$ cat config.mk
export PLATFORM = sky130hd
export DESIGN_NAME = mdi_setpoint_command_logic
export DESIGN_NICKNAME = d
export VERILOG_FILES = /design/src/design/mdi_pkg.sv /design/src/design/mdi_setpoint_command_logic.sv
export SDC_FILE = /design/constraint.sdc
export NUM_CORES = 2
export LEC_CHECK = 0
export BUFFER_PORTS_ARGS = -buffer_cell sky130_fd_sc_hd__buf_2
export CAP_MARGIN = 25
export CORE_MARGIN = 2
export CORE_UTILIZATION = 45
export CTS_CLUSTER_DIAMETER = 50
export DETAILED_ROUTE_END_ITERATION = 7
export HOLD_SLACK_MARGIN = 0.12
export SYNTH_ARGS = -nofsm -noshare
export SYNTH_HDL_FRONTEND = slang
export SYNTH_SLANG_ARGS = --single-unit
$ cat constraint.sdc
create_clock -name clk -period 6.5 [get_ports clk]
set_clock_uncertainty 0.1 [all_clocks]
set_input_delay 1.625 -clock clk [delete_from_list [all_inputs] [get_ports clk]]
set_output_delay 1.625 -clock clk [all_outputs]
set_load 0.01 [all_outputs]
$ cat src/design/mdi_pkg.sv
/*
 Constants for the direct setpoint input (MDI) command logic:
 register offsets, control bit positions, reset values and scaling.
 Assumes a 32-bit APB with word-aligned registers.
*/
`default_nettype none
package mdi_pkg;
	// Register byte offsets
	localparam logic [7:0] OFS_CTRL      = 8'h00;
	localparam logic [7:0] OFS_ADAPT     = 8'h04;
	localparam logic [7:0] OFS_TELEGRAM  = 8'h08;
	localparam logic [7:0] OFS_POS       = 8'h0c;
	localparam logic [7:0] OFS_VEL       = 8'h10;
	localparam logic [7:0] OFS_ACC       = 8'h14;
	localparam logic [7:0] OFS_DEC       = 8'h18;
	localparam logic [7:0] OFS_VOVR      = 8'h1c;
	localparam logic [7:0] OFS_STATUS    = 8'h20;
	localparam logic [7:0] OFS_EFF       = 8'h24;
	// Control register bit positions
	localparam int B_MDI    = 0;
	localparam int B_SETUP  = 1;
	localparam int B_ABS    = 2;
	localparam int B_CONT   = 3;
	localparam int B_ACCEPT = 4;
	localparam int B_DPOS   = 5;
	localparam int B_DNEG   = 6;
	localparam int B_STOP_N = 7;
	localparam int B_REJ_N  = 8;
	localparam int B_MODULO = 9;
	localparam int CTRL_W   = 10;
	// Status register bit positions
	localparam int S_HOME   = 11;
	localparam int S_ACK    = 12;
	localparam int S_RUN     = 2;
	localparam int S_REFUSED = 3;
	localparam int S_VALID   = 4;
	// Reset values, free telegram number and override scaling shift
	localparam logic [CTRL_W-1:0] CTRL_RST = 10'h000;
	localparam logic [15:0] PCT_100        = 16'h4000;
	localparam logic [31:0] VEL_RST        = 32'h0000_0064;
	localparam logic [15:0] TELEGRAM_FREE  = 16'h03e7;
	localparam int          PCT_SHIFT      = 14;
	// Mode adaptation nibble (bits 7:4) codes
	localparam int         MA_LSB     = 4;
	localparam logic [3:0] MA_ABS     = 4'h0;
	localparam logic [3:0] MA_REL     = 4'h1;
	localparam logic [3:0] MA_ABS_POS = 4'h2;
	localparam logic [3:0] MA_ABS_NEG = 4'h3;
endpackage
`default_nettype wire

$ cat src/design/mdi_setpoint_command_logic.sv
/*
 Command logic for direct setpoint input mode of a positioning drive:
 mode select, setpoint take-over, acknowledge, direction decode, overrides.
 Assumes all status inputs come from logic on clk; registers reached over APB.
*/
`timescale 1ns/1ps
`default_nettype none
// Notes on behaviour
// - Reversal needed: keep larger deceleration override
// - Override 16'h4000 means exactly 100 percent
// - Velocity override acts in listed modes only
// - Velocity override defaults to 100 percent
// - Report effective override, limited separately
// - Mode-select bit, default 0, enables MDI
// - Setup select switches on the fly
// - Relative moves allowed without home set
// - Positioning type 1 absolute, 0 relative
// - Absolute move refused unless home set
// - Positioning type read only when adaptation zero
// - Transfer type: continuous or on accept edge
// - Continuous transfer starts motion without command
// - Transfer type writable only at telegram 999
// - Accept rising edge latches all values except velocity override
// - Acknowledge accept with rising status bit 12
// - Stop and reject override accepted command
// - Setup: one direction moves, else zero speed
// - Modulo absolute: direction pair or shortest path
// - Intermediate stop low brakes with parameter decel
// - Reject low aborts task, brakes at maximum
// - Setup select 1 setup, 0 positioning
// - Nonzero adaptation ignores type and directions
module mdi_setpoint_command_logic
	import mdi_pkg::*;
(
	input  wire logic        clk,
	input  wire logic        rst,
	input  wire logic        psel,
	input  wire logic        penable,
	input  wire logic        pwrite,
	input  wire logic [7:0]  paddr,
	input  wire logic [31:0] pwdata,
	output logic             pready,
	output logic             pslverr,
	output logic [31:0]      prdata,
	input  wire logic        home_set_status,
	input  wire logic        blocks_active,
	input  wire logic        jog_active,
	input  wire logic        homing_active,
	input  wire logic        cam_approach,
	input  wire logic [15:0] vel_limit_override,
	input  wire logic        reversal_needed,
	output logic             mdi_active,
	output logic             setup_active,
	output logic             motion_run,
	output logic             dir_positive,
	output logic             dir_negative,
	output logic             shortest_path,
	output logic             brake_param,
	output logic             brake_max,
	output logic             abs_refused,
	output logic             accept_ack_status,
	output logic [31:0]      target_pos,
	output logic [31:0]      target_vel,
	output logic [15:0]      accel_override,
	output logic [15:0]      decel_override,
	output logic [15:0]      effective_override
);

	typedef struct packed {
		logic [CTRL_W-1:0] ctrl;
		logic [15:0]       adapt;
		logic [15:0]       telegram;
		logic [31:0]       pos_in;
		logic [31:0]       vel_in;
		logic [15:0]       acc_in;
		logic [15:0]       dec_in;
		logic [15:0]       vovr_in;
		logic              accept_prev;
		logic              ack;
		logic              cmd_valid;
		logic              act_abs;
		logic              act_dpos;
		logic              act_dneg;
		logic [31:0]       act_pos;
		logic [31:0]       act_vel;
		logic [15:0]       act_acc;
		logic [15:0]       act_dec;
		logic [15:0]       eff;
		logic [31:0]       vel_out;
		logic [31:0]       rdata;
	} state_t;

	state_t state_reg;
	state_t state_next;

	// Larger of two percentages
	function automatic logic [15:0] pct_max(input logic [15:0] a, input logic [15:0] b);
		pct_max = (a > b) ? a : b;
	endfunction

	// Word-aligned register match
	function automatic logic hit(input logic [7:0] a, input logic [7:0] ofs);
		hit = (a == ofs);
	endfunction

	logic        wr_en;
	logic        rd_en;
	logic        mapped;
	logic        edge_seen;
	logic        take;
	logic        ma_zero;
	logic [3:0]  ma_code;
	logic        sel_abs;
	logic        sel_dpos;
	logic        sel_dneg;
	logic        ovr_scope;
	logic [15:0] req_ovr;
	logic [15:0] eff_c;
	logic [47:0] vel_prod;
	logic        dir_one;
	logic        run_c;
	logic        refuse_c;
	logic [31:0] status_w;

	// Bus decode, answer with no wait state
	assign wr_en   = psel && penable && pwrite;
	assign rd_en   = psel && !penable && !pwrite;
	assign mapped  = hit(paddr, OFS_CTRL) || hit(paddr, OFS_ADAPT) || hit(paddr, OFS_TELEGRAM)
		|| hit(paddr, OFS_POS) || hit(paddr, OFS_VEL) || hit(paddr, OFS_ACC) || hit(paddr, OFS_DEC)
		|| hit(paddr, OFS_VOVR) || hit(paddr, OFS_STATUS) || hit(paddr, OFS_EFF);
	assign pready  = psel && penable;
	assign pslverr = psel && penable && !mapped;
	assign prdata  = state_reg.rdata;

	// Mode adaptation decode and type/direction selection
	assign ma_zero  = (state_reg.adapt == 16'h0000);
	assign ma_code  = state_reg.adapt[MA_LSB +: 4];
	assign sel_abs  = ma_zero ? state_reg.ctrl[B_ABS] : (ma_code != MA_REL);
	assign sel_dpos = ma_zero ? state_reg.ctrl[B_DPOS] : (ma_code == MA_ABS_POS);
	assign sel_dneg = ma_zero ? state_reg.ctrl[B_DNEG] : (ma_code == MA_ABS_NEG);

	// Acceptance edge and take-over moment
	assign edge_seen = state_reg.ctrl[B_ACCEPT] && !state_reg.accept_prev;
	assign take      = state_reg.ctrl[B_MDI]
		&& (state_reg.ctrl[B_CONT] || edge_seen);

	// Override scope, default and limit
	assign ovr_scope = state_reg.ctrl[B_MDI] || blocks_active || jog_active
		|| (homing_active && cam_approach);
	assign req_ovr   = ovr_scope ? state_reg.vovr_in : PCT_100;
	assign eff_c     = (req_ovr > vel_limit_override) ? vel_limit_override : req_ovr;
	assign vel_prod  = state_reg.act_vel * state_reg.eff;

	// Motion qualification
	assign dir_one   = state_reg.act_dpos ^ state_reg.act_dneg;
	assign refuse_c  = !state_reg.ctrl[B_SETUP] && state_reg.act_abs && !home_set_status;
	assign run_c     = state_reg.ctrl[B_MDI] && state_reg.cmd_valid
		&& state_reg.ctrl[B_STOP_N] && state_reg.ctrl[B_REJ_N] && !refuse_c
		&& (!state_reg.ctrl[B_SETUP] || dir_one);

	// Status word seen by software
	always_comb begin
		status_w = 32'h0000_0000;
		status_w[B_MDI] = state_reg.ctrl[B_MDI];
		status_w[B_SETUP] = state_reg.ctrl[B_MDI] && state_reg.ctrl[B_SETUP];
		status_w[S_RUN] = run_c;
		status_w[S_REFUSED] = refuse_c;
		status_w[S_VALID] = state_reg.cmd_valid;
		status_w[S_HOME] = home_set_status;
		status_w[S_ACK] = state_reg.ack;
	end

	// Next-state logic
	always_comb begin
		state_next = state_reg;
		state_next.accept_prev = state_reg.ctrl[B_ACCEPT];
		// Register writes
		if (wr_en) begin
			case (paddr)
				OFS_CTRL: begin
					state_next.ctrl = pwdata[CTRL_W-1:0];
					if (state_reg.telegram != TELEGRAM_FREE) begin
						state_next.ctrl[B_CONT] = state_reg.ctrl[B_CONT];
					end
				end
				OFS_ADAPT:    state_next.adapt = pwdata[15:0];
				OFS_TELEGRAM: state_next.telegram = pwdata[15:0];
				OFS_POS:      state_next.pos_in = pwdata;
				OFS_VEL:      state_next.vel_in = pwdata;
				OFS_ACC:      state_next.acc_in = pwdata[15:0];
				OFS_DEC:      state_next.dec_in = pwdata[15:0];
				OFS_VOVR:     state_next.vovr_in = pwdata[15:0];
				default: begin
					state_next.adapt = state_reg.adapt;
				end
			endcase
		end
		// Read data captured in the setup phase
		if (rd_en) begin
			case (paddr)
				OFS_CTRL:     state_next.rdata = {{(32-CTRL_W){1'b0}}, state_reg.ctrl};
				OFS_ADAPT:    state_next.rdata = {16'h0000, state_reg.adapt};
				OFS_TELEGRAM: state_next.rdata = {16'h0000, state_reg.telegram};
				OFS_POS:      state_next.rdata = state_reg.pos_in;
				OFS_VEL:      state_next.rdata = state_reg.vel_in;
				OFS_ACC:      state_next.rdata = {16'h0000, state_reg.acc_in};
				OFS_DEC:      state_next.rdata = {16'h0000, state_reg.dec_in};
				OFS_VOVR:     state_next.rdata = {16'h0000, state_reg.vovr_in};
				OFS_STATUS:   state_next.rdata = status_w;
				OFS_EFF:      state_next.rdata = {16'h0000, state_reg.eff};
				default:      state_next.rdata = 32'h0000_0000;
			endcase
		end
		// Take over setpoints, accel/decel overrides, type and directions
		if (take) begin
			state_next.act_pos   = state_reg.pos_in;
			state_next.act_vel   = state_reg.vel_in;
			state_next.act_acc   = state_reg.acc_in;
			state_next.act_dec   = reversal_needed
				? pct_max(state_reg.dec_in, state_reg.act_dec) : state_reg.dec_in;
			state_next.act_abs   = sel_abs;
			state_next.act_dpos  = sel_dpos;
			state_next.act_dneg  = sel_dneg;
			state_next.cmd_valid = 1'b1;
		end
		// Acknowledge: set on edge, hold until accept falls
		if (state_reg.ctrl[B_MDI] && !state_reg.ctrl[B_CONT] && edge_seen) begin
			state_next.ack = 1'b1;
		end else if (!state_reg.ctrl[B_ACCEPT]) begin
			state_next.ack = 1'b0;
		end
		// Reject or leaving the mode drops the task
		if (!state_reg.ctrl[B_REJ_N] || !state_reg.ctrl[B_MDI]) begin
			state_next.cmd_valid = 1'b0;
		end
		state_next.eff     = eff_c;
		state_next.vel_out = vel_prod[PCT_SHIFT +: 32];
	end

	// State register
	always_ff @(posedge clk) begin
		if (rst) begin
			state_reg          <= '0;
			state_reg.ctrl     <= CTRL_RST;
			state_reg.vel_in   <= VEL_RST;
			state_reg.acc_in   <= PCT_100;
			state_reg.dec_in   <= PCT_100;
			state_reg.vovr_in  <= PCT_100;
			state_reg.act_acc  <= PCT_100;
			state_reg.act_dec  <= PCT_100;
			state_reg.eff      <= PCT_100;
		end else begin
			state_reg <= state_next;
		end
	end

	// Outputs to the profile generator
	assign mdi_active         = state_reg.ctrl[B_MDI];
	assign setup_active       = state_reg.ctrl[B_MDI] && state_reg.ctrl[B_SETUP];
	assign motion_run         = run_c;
	assign dir_positive       = state_reg.ctrl[B_SETUP]
		? (state_reg.act_dpos && !state_reg.act_dneg)
		: (state_reg.act_abs && state_reg.ctrl[B_MODULO]
			&& state_reg.act_dpos && !state_reg.act_dneg);
	assign dir_negative       = state_reg.ctrl[B_SETUP]
		? (state_reg.act_dneg && !state_reg.act_dpos)
		: (state_reg.act_abs && state_reg.ctrl[B_MODULO]
			&& state_reg.act_dneg && !state_reg.act_dpos);
	assign shortest_path      = !state_reg.ctrl[B_SETUP] && state_reg.act_abs
		&& state_reg.ctrl[B_MODULO] && !dir_one;
	assign brake_param        = state_reg.ctrl[B_MDI] && !state_reg.ctrl[B_STOP_N]
		&& state_reg.ctrl[B_REJ_N];
	assign brake_max          = state_reg.ctrl[B_MDI] && !state_reg.ctrl[B_REJ_N];
	assign abs_refused        = state_reg.ctrl[B_MDI] && state_reg.cmd_valid && refuse_c;
	assign accept_ack_status  = state_reg.ack;
	assign target_pos         = state_reg.act_pos;
	assign target_vel         = state_reg.vel_out;
	assign accel_override     = state_reg.act_acc;
	assign decel_override     = state_reg.act_dec;
	assign effective_override = state_reg.eff;

	// Checks
	property p_ack_rise;
		@(posedge clk) disable iff (rst)
		(state_reg.ctrl[B_MDI] && !state_reg.ctrl[B_CONT] && edge_seen) |=> accept_ack_status;
	endproperty
	a_ack_rise: assert property (p_ack_rise) else $error("ack missing after accept edge");

	property p_ack_hold;
		@(posedge clk) disable iff (rst)
		(accept_ack_status && state_reg.ctrl[B_ACCEPT]) |=> accept_ack_status;
	endproperty
	a_ack_hold: assert property (p_ack_hold) else $error("ack dropped while accept high");

	property p_edge_latch;
		@(posedge clk) disable iff (rst)
		(take && !$past(take)) |=> (target_pos == $past(state_reg.pos_in));
	endproperty
	a_edge_latch: assert property (p_edge_latch) else $error("setpoint not taken over");

	property p_no_take_static;
		@(posedge clk) disable iff (rst)
		(!state_reg.ctrl[B_CONT] && !edge_seen && !wr_en) ##1 !edge_seen |-> $stable(target_pos);
	endproperty
	a_no_take_static: assert property (p_no_take_static) else $error("setpoint moved without edge");

	property p_abs_refuse;
		@(posedge clk) disable iff (rst)
		(motion_run && !state_reg.ctrl[B_SETUP] && state_reg.act_abs) |-> home_set_status;
	endproperty
	a_abs_refuse: assert property (p_abs_refuse) else $error("absolute move without home");

	property p_setup_zero;
		@(posedge clk) disable iff (rst)
		(setup_active && (state_reg.act_dpos == state_reg.act_dneg)) |-> !motion_run;
	endproperty
	a_setup_zero: assert property (p_setup_zero) else $error("setup moves without one direction");

	property p_stop_halts;
		@(posedge clk) disable iff (rst)
		(!state_reg.ctrl[B_STOP_N] || !state_reg.ctrl[B_REJ_N]) |-> !motion_run;
	endproperty
	a_stop_halts: assert property (p_stop_halts) else $error("motion despite stop or reject");

	property p_eff_limit;
		@(posedge clk) disable iff (rst)
		##1 (effective_override <= $past(vel_limit_override));
	endproperty
	a_eff_limit: assert property (p_eff_limit) else $error("override above limit");

	property p_telegram_lock;
		@(posedge clk) disable iff (rst)
		(state_reg.telegram != TELEGRAM_FREE) |=> (state_reg.ctrl[B_CONT] == $past(state_reg.ctrl[B_CONT]));
	endproperty
	a_telegram_lock: assert property (p_telegram_lock) else $error("transfer type changed while locked");

	property p_shortest;
		@(posedge clk) disable iff (rst)
		shortest_path |-> (!dir_positive && !dir_negative);
	endproperty
	a_shortest: assert property (p_shortest) else $error("shortest path with direction");

	property p_mode_off;
		@(posedge clk) disable iff (rst)
		!mdi_active |-> (!motion_run && !setup_active);
	endproperty
	a_mode_off: assert property (p_mode_off) else $error("motion or setup without mode select");

	property p_reject_drops;
		@(posedge clk) disable iff (rst)
		!state_reg.ctrl[B_REJ_N] |=> !state_reg.cmd_valid;
	endproperty
	a_reject_drops: assert property (p_reject_drops) else $error("task kept after reject");

	property p_ovr_default;
		@(posedge clk) disable iff (rst)
		(!ovr_scope && (vel_limit_override >= PCT_100)) |=> (effective_override == PCT_100);
	endproperty
	a_ovr_default: assert property (p_ovr_default) else $error("override not at full scale");

	property p_adapt_ignore;
		@(posedge clk) disable iff (rst)
		(take && !ma_zero && (ma_code == MA_REL)) |=> !state_reg.act_abs;
	endproperty
	a_adapt_ignore: assert property (p_adapt_ignore) else $error("type input used under adaptation");

	property p_cont_take;
		@(posedge clk) disable iff (rst)
		(mdi_active && state_reg.ctrl[B_CONT]) |=> (target_pos == $past(state_reg.pos_in));
	endproperty
	a_cont_take: assert property (p_cont_take) else $error("continuous take-over missed");

endmodule
`default_nettype wire

* Word-level counts from Yosys, hierarchy flattened
Cells that the tools add are included.
** Word-level totals
- Memories :: 0
- Output and inout port bits :: 156
- Flip-flop bits (word level) :: 336
- Memory bits (read-only) :: 0
- Bits in writable memories :: 0
- Bits of input ports :: 67
- Word-level logic and storage cells :: 127
- Bits in latches :: 0
** Cells by class
- $lt $le $gt $ge :: 2
- Div/mod/pow operators :: 0
- Equality and inequality tests :: 15
- Reductions and logical operators :: 73
- Muxes and demuxes :: 12
- Shift-type cells :: 0
- $add $sub $neg :: 0
- Bitwise gates (word level) :: 2
- Multiply operators :: 1
** Operator list (number)
- 32-bit one-hot mux with 10 select lines :: 1
- 16-bit 2-to-1 mux :: 4
- 32-bit by 16-bit multiplier with 46-bit output :: 1
- 8-bit by 5-bit == test with 1-bit output, second input constant :: 4
- 16-bit > comparator :: 2
- 1-bit logical AND :: 31
- 2-bit AND reduction :: 9
- 8-bit by 4-bit == test with 1-bit output, second input constant :: 2
- 8-bit by 6-bit == test with 1-bit output, second input constant :: 2
- 16-bit zero test :: 1
- 16-bit by 10-bit != test with 1-bit output, second input constant :: 1
- 1-bit logical OR :: 15
- 1-bit zero test :: 14
- 4-bit by 2-bit == test with 1-bit output, second input constant :: 2
- 8-bit by 3-bit == test with 1-bit output, second input constant :: 1
- 8-bit zero test :: 1
- 1-bit 2-to-1 mux :: 7
- 2-bit by 1-bit != test with 1-bit output, second input constant :: 2
- 4-bit by 1-bit != test with 1-bit output, second input constant :: 1
- 3-bit AND reduction :: 1
- 2-bit OR reduction :: 1
- 1-bit NOT :: 1
- 1-bit bitwise XOR :: 1

* Depth between registers and ports, before layout
- Depth in word-level cells :: 12
- Mapped depth :: 24
- Mapped depth without buffers :: 22

* Least setup slack after synthesis
Ideal clock, no wire load.
- Kind :: reg-to-reg
- From :: register state_reg (netlist bit effective_override[1])
- To :: register state_reg (netlist bit target_vel[28])
- Setup time :: 0.123 ns
- Path slack :: 0.292 ns
- Buffers on the path :: 1
- Data required time :: 6.277 ns
- Cell stages (with the launch flop) :: 21
- Clock period less this slack :: 6.208 ns
- Arrival time :: 5.984 ns
- Cell sequence :: dfxtp_1 -> clkbuf_1 -> nand2_1 -> fa_1 -> fa_1 -> fa_1 -> inv_1 -> fa_1 -> fa_1 -> inv_1 -> fa_1 -> inv_1 -> ha_1 -> a21oi_1 -> o21ai_1 -> a221o_1 -> a31o_1 -> nor2_2 -> o31ai_4 -> a221oi_1 -> mux2_1
** On the way
- Word-level cells in the longest chain between the ends :: 1
** RTL lines
- from (decl) :: line mdi_setpoint_command_logic.sv:93 : state_t state_reg;
- from (signal assigned) :: line mdi_setpoint_command_logic.sv:253 : state_reg <= state_next;
- 32-bit by 16-bit multiplier with 46-bit output :: line mdi_setpoint_command_logic.sv:152 : assign vel_prod = state_reg.act_vel * state_reg.eff;
No other way between the ends.
A chain may end at the register's enable or synchronous reset.

* Worst setup path after layout
- From :: register state_reg (netlist bit effective_override[4])
- To :: register state_reg (netlist bit target_vel[27])
The elaborated chain is that of the path after synthesis.

==> reports/qor.yml <==
cp_common_cell: "fa_1"
worstSetupPathType: "reg2reg"
rsz0062_at_grt: "true"
max_freq_mhz: 159
stdcell_area_um2: 34300
reg2reg_depth: 24
cts_buffers: 45
gp_congestion: 0.964
antenna_found_initial: 1
clockRootBuffer: "clkbuf_16"
wl_per_cell_um: 20.4
ys_top_cells_by_area: "fa_1, dfxtp_1, nand2_1"
startpoint_type: "flop"
drive_gt1_frac: 0.136
clockBufferDepth: 3
ys_async_sr_fraction: 0
max_cap_violations: 0
yosys.area.top_type: "fa_1"
synth.distinct_cells: 68
final-hold-violation-count: 0
hold_start: "accel_override[5]"
path_max_fanout: 12
placed_cell_area_um2: 32400
nNetsFinal: 4409
diodes: 0
core_um2: 67500
critical_path.n_buffers_inverters: 8
hpwl_um: 73400
hp-class: "reg2reg"
hold_depth: 2
hold_slack_ps: 351
hold_path_end: "accel_override[5]"
drc: 0
synth_most_common_cell: "nand2_1"
worstReg2RegStart: "effective_override[4]"
drt-pass1-iter-count: 6
setup_violations: 0
rows: 95
synth_top_area_share: 0.270
start_util: 0.456
cts_tree: "yes"
cts_htree_levels: 2
r2r-end: "target_vel[27]"
area_growth_pct: 11.4
powerDensity_nw_per_um2: 145
ant_nets: 0
slew_viol_final: 0
rrSetupSlack_ps: 200
synth_nets: 4355
synth_edf_count: 0
grt_pass1_vias: 25649
fin_crit_sh: 0.969
cp-end-kind: "flop"
clock_sinks: 336
ys.flop_type: "dfxtp_1"
drt_iter0_drc: 2087
worstPathRequired_ps: 6860
synthTopCellsByCount: "nand2_1, inv_1, fa_1, dfxtp_1, a21oi_1"
clock_latency_ps: 600
die_x_um: 266
largest_register_ffs: 185
die_h_um: 266
worstMarginPinSlew_ps: 1240
p_leak_nw: 15.3
grt_pass1_wl_um: 151000
finalCriticalPeriod_ps: 6300
grt_max_degree: 141
critical_path.top_delay_family: "adder cells"
syn_area_um2: 30800
grtUsageTotal: 0.273
syn_avg_cell_area_um2: 8.25
port_buffers: 222
pre_cts_ws_ps: -49.7
critPathSlowestCell: "fa_1"
synth_seq_area_share: 0.218
worstPathArrival_ps: 6660
slew_headroom: 0.155
grt_overflow: 0
die-area_um2: 70500
tns_ps: 0
slowest_delay_ps: 540
yosysWarningCount: 0
clkTransAtPathRegs_ps: 60
vias: 25454
via_per_inst: 5.42
setup_slack_ps: 202
postSynthCellCount: 3734
num-fill-cells: 6460
status: "completed"
ys_seq_elements: 336
io_pins: 223
path_cells: "buf_12 -> and2_4 -> fa_1 -> inv_1 -> fa_1 -> fa_1 -> fa_1 -> inv_1 -> fa_1 -> inv_1 -> fa_1 -> inv_2 -> ha_4 -> nand4_1 -> o21ai_1 -> o211ai_1 -> buf_4 -> a2111oi_4 -> buf_4 -> nor2_4 -> o31ai_4 -> buf_4 -> a21oi_2 -> mux2_4"
irDropWorstVdd_uv: 206
utilization: 0.508
routed_wl_um: 95900
-- logic make-up after synthesis --
kind of cell | after synthesis | synth area share
XOR/XNOR | 24 | 0.00683
multiplexers | 42 | 0.0141
AO/OA/AOI/OAI | 585 | 0.118
buffers and inverters | 852 | 0.122
adder cells (fa/ha/maj) | 554 | 0.327
flip-flops | 336 | 0.218
AND/OR/NAND/NOR | 1341 | 0.194
-- repair_timing --
action / in CTS / in global routing
buffers inserted: 0 / 8
pin swaps: 0 / 12
gates cloned: 0 / 2
endpoints found under the setup margin: 8 / 16
gates resized for setup: 3 / 61
hold buffers: 0 / 0
-- placed cells by master (no fill, tap or decap), drive strengths merged, types with 12 or more instances in the layout --
cell,synthesis,final
nand3,35,35
nor2,104,104
and2,208,208
buf,166,379
xnor2,21,21
nor3b,18,18
ha,138,138
o211ai,35,35
a21oi,308,308
mux2i,31,31
nand4,19,19
nor3,36,36
a221oi,29,29
o22ai,12,12
fa,416,416
a22oi,24,24
dfxtp,336,336
clkbuf,208,59
o21ai,51,51
o21a,13,13
a31oi,12,12
nor2b,30,30
a32oi,16,16
inv,478,485
a21o,31,31
nand2,847,847
-- per-stage QoR --
step | cells | total power (W)
2_1_floorplan | 3734 | 0.00226
3_3_place_gp | 4601 | 0.00237
3_5_place_dp | 4603 | 0.00237
4_1_cts | 4683 | 0.00500
5_1_grt | 4694 | 0.00512
6_report | 4694 | 0.00497
-- routing by layer --
metal	GRT usage	part of all wire
met1	0.387	0.44
met2	0.430	0.45
met3	0.0497	0.079
met4	0.0717	0.027
met5	0	0
-- area by class of cell --
cell class	instances	area, um^2	area share
Sequential cell	336	6770	0.197
Inverter	478	1790	0.0523
Clock inverter	23	362	0.0105
Multi-Input combinational cell	2546	20500	0.596
Clock buffer	57	1240	0.0362
Tap cell	873	1090	0.0318
Timing Repair Buffer	381	2590	0.0755
-- worst min-delay path, stage by stage, from the launching register on --
cell	delay, ps
dfxtp_1	300
nand2_1	50
a21oi_1	50
-- report_power, final --
group	switching, W	internal, W	leakage [nW]
logic	0.000178	0.0000689	11.8
registers	0.0000150	0.00207	2.72
clock network	0.00105	0.00158	0.765
-- how the worst max path moves through the flow --
| stage | startpoint | to | slack, ps | cells after the start |
|---|---|---|---|---|
| floorplan | effective_override[1] | target_vel[28] | 290 | 20 |
| global placement | effective_override[1] | target_vel[28] | -2 | 20 |
| detailed placement | effective_override[1] | target_vel[28] | -50 | 20 |
| CTS | effective_override[1] | target_vel[28] | 40 | 19 |
| global route | effective_override[4] | target_vel[27] | -40 | 24 |
| finish | effective_override[4] | target_vel[27] | 200 | 24 |
Power figures use the tool's default switching activity.
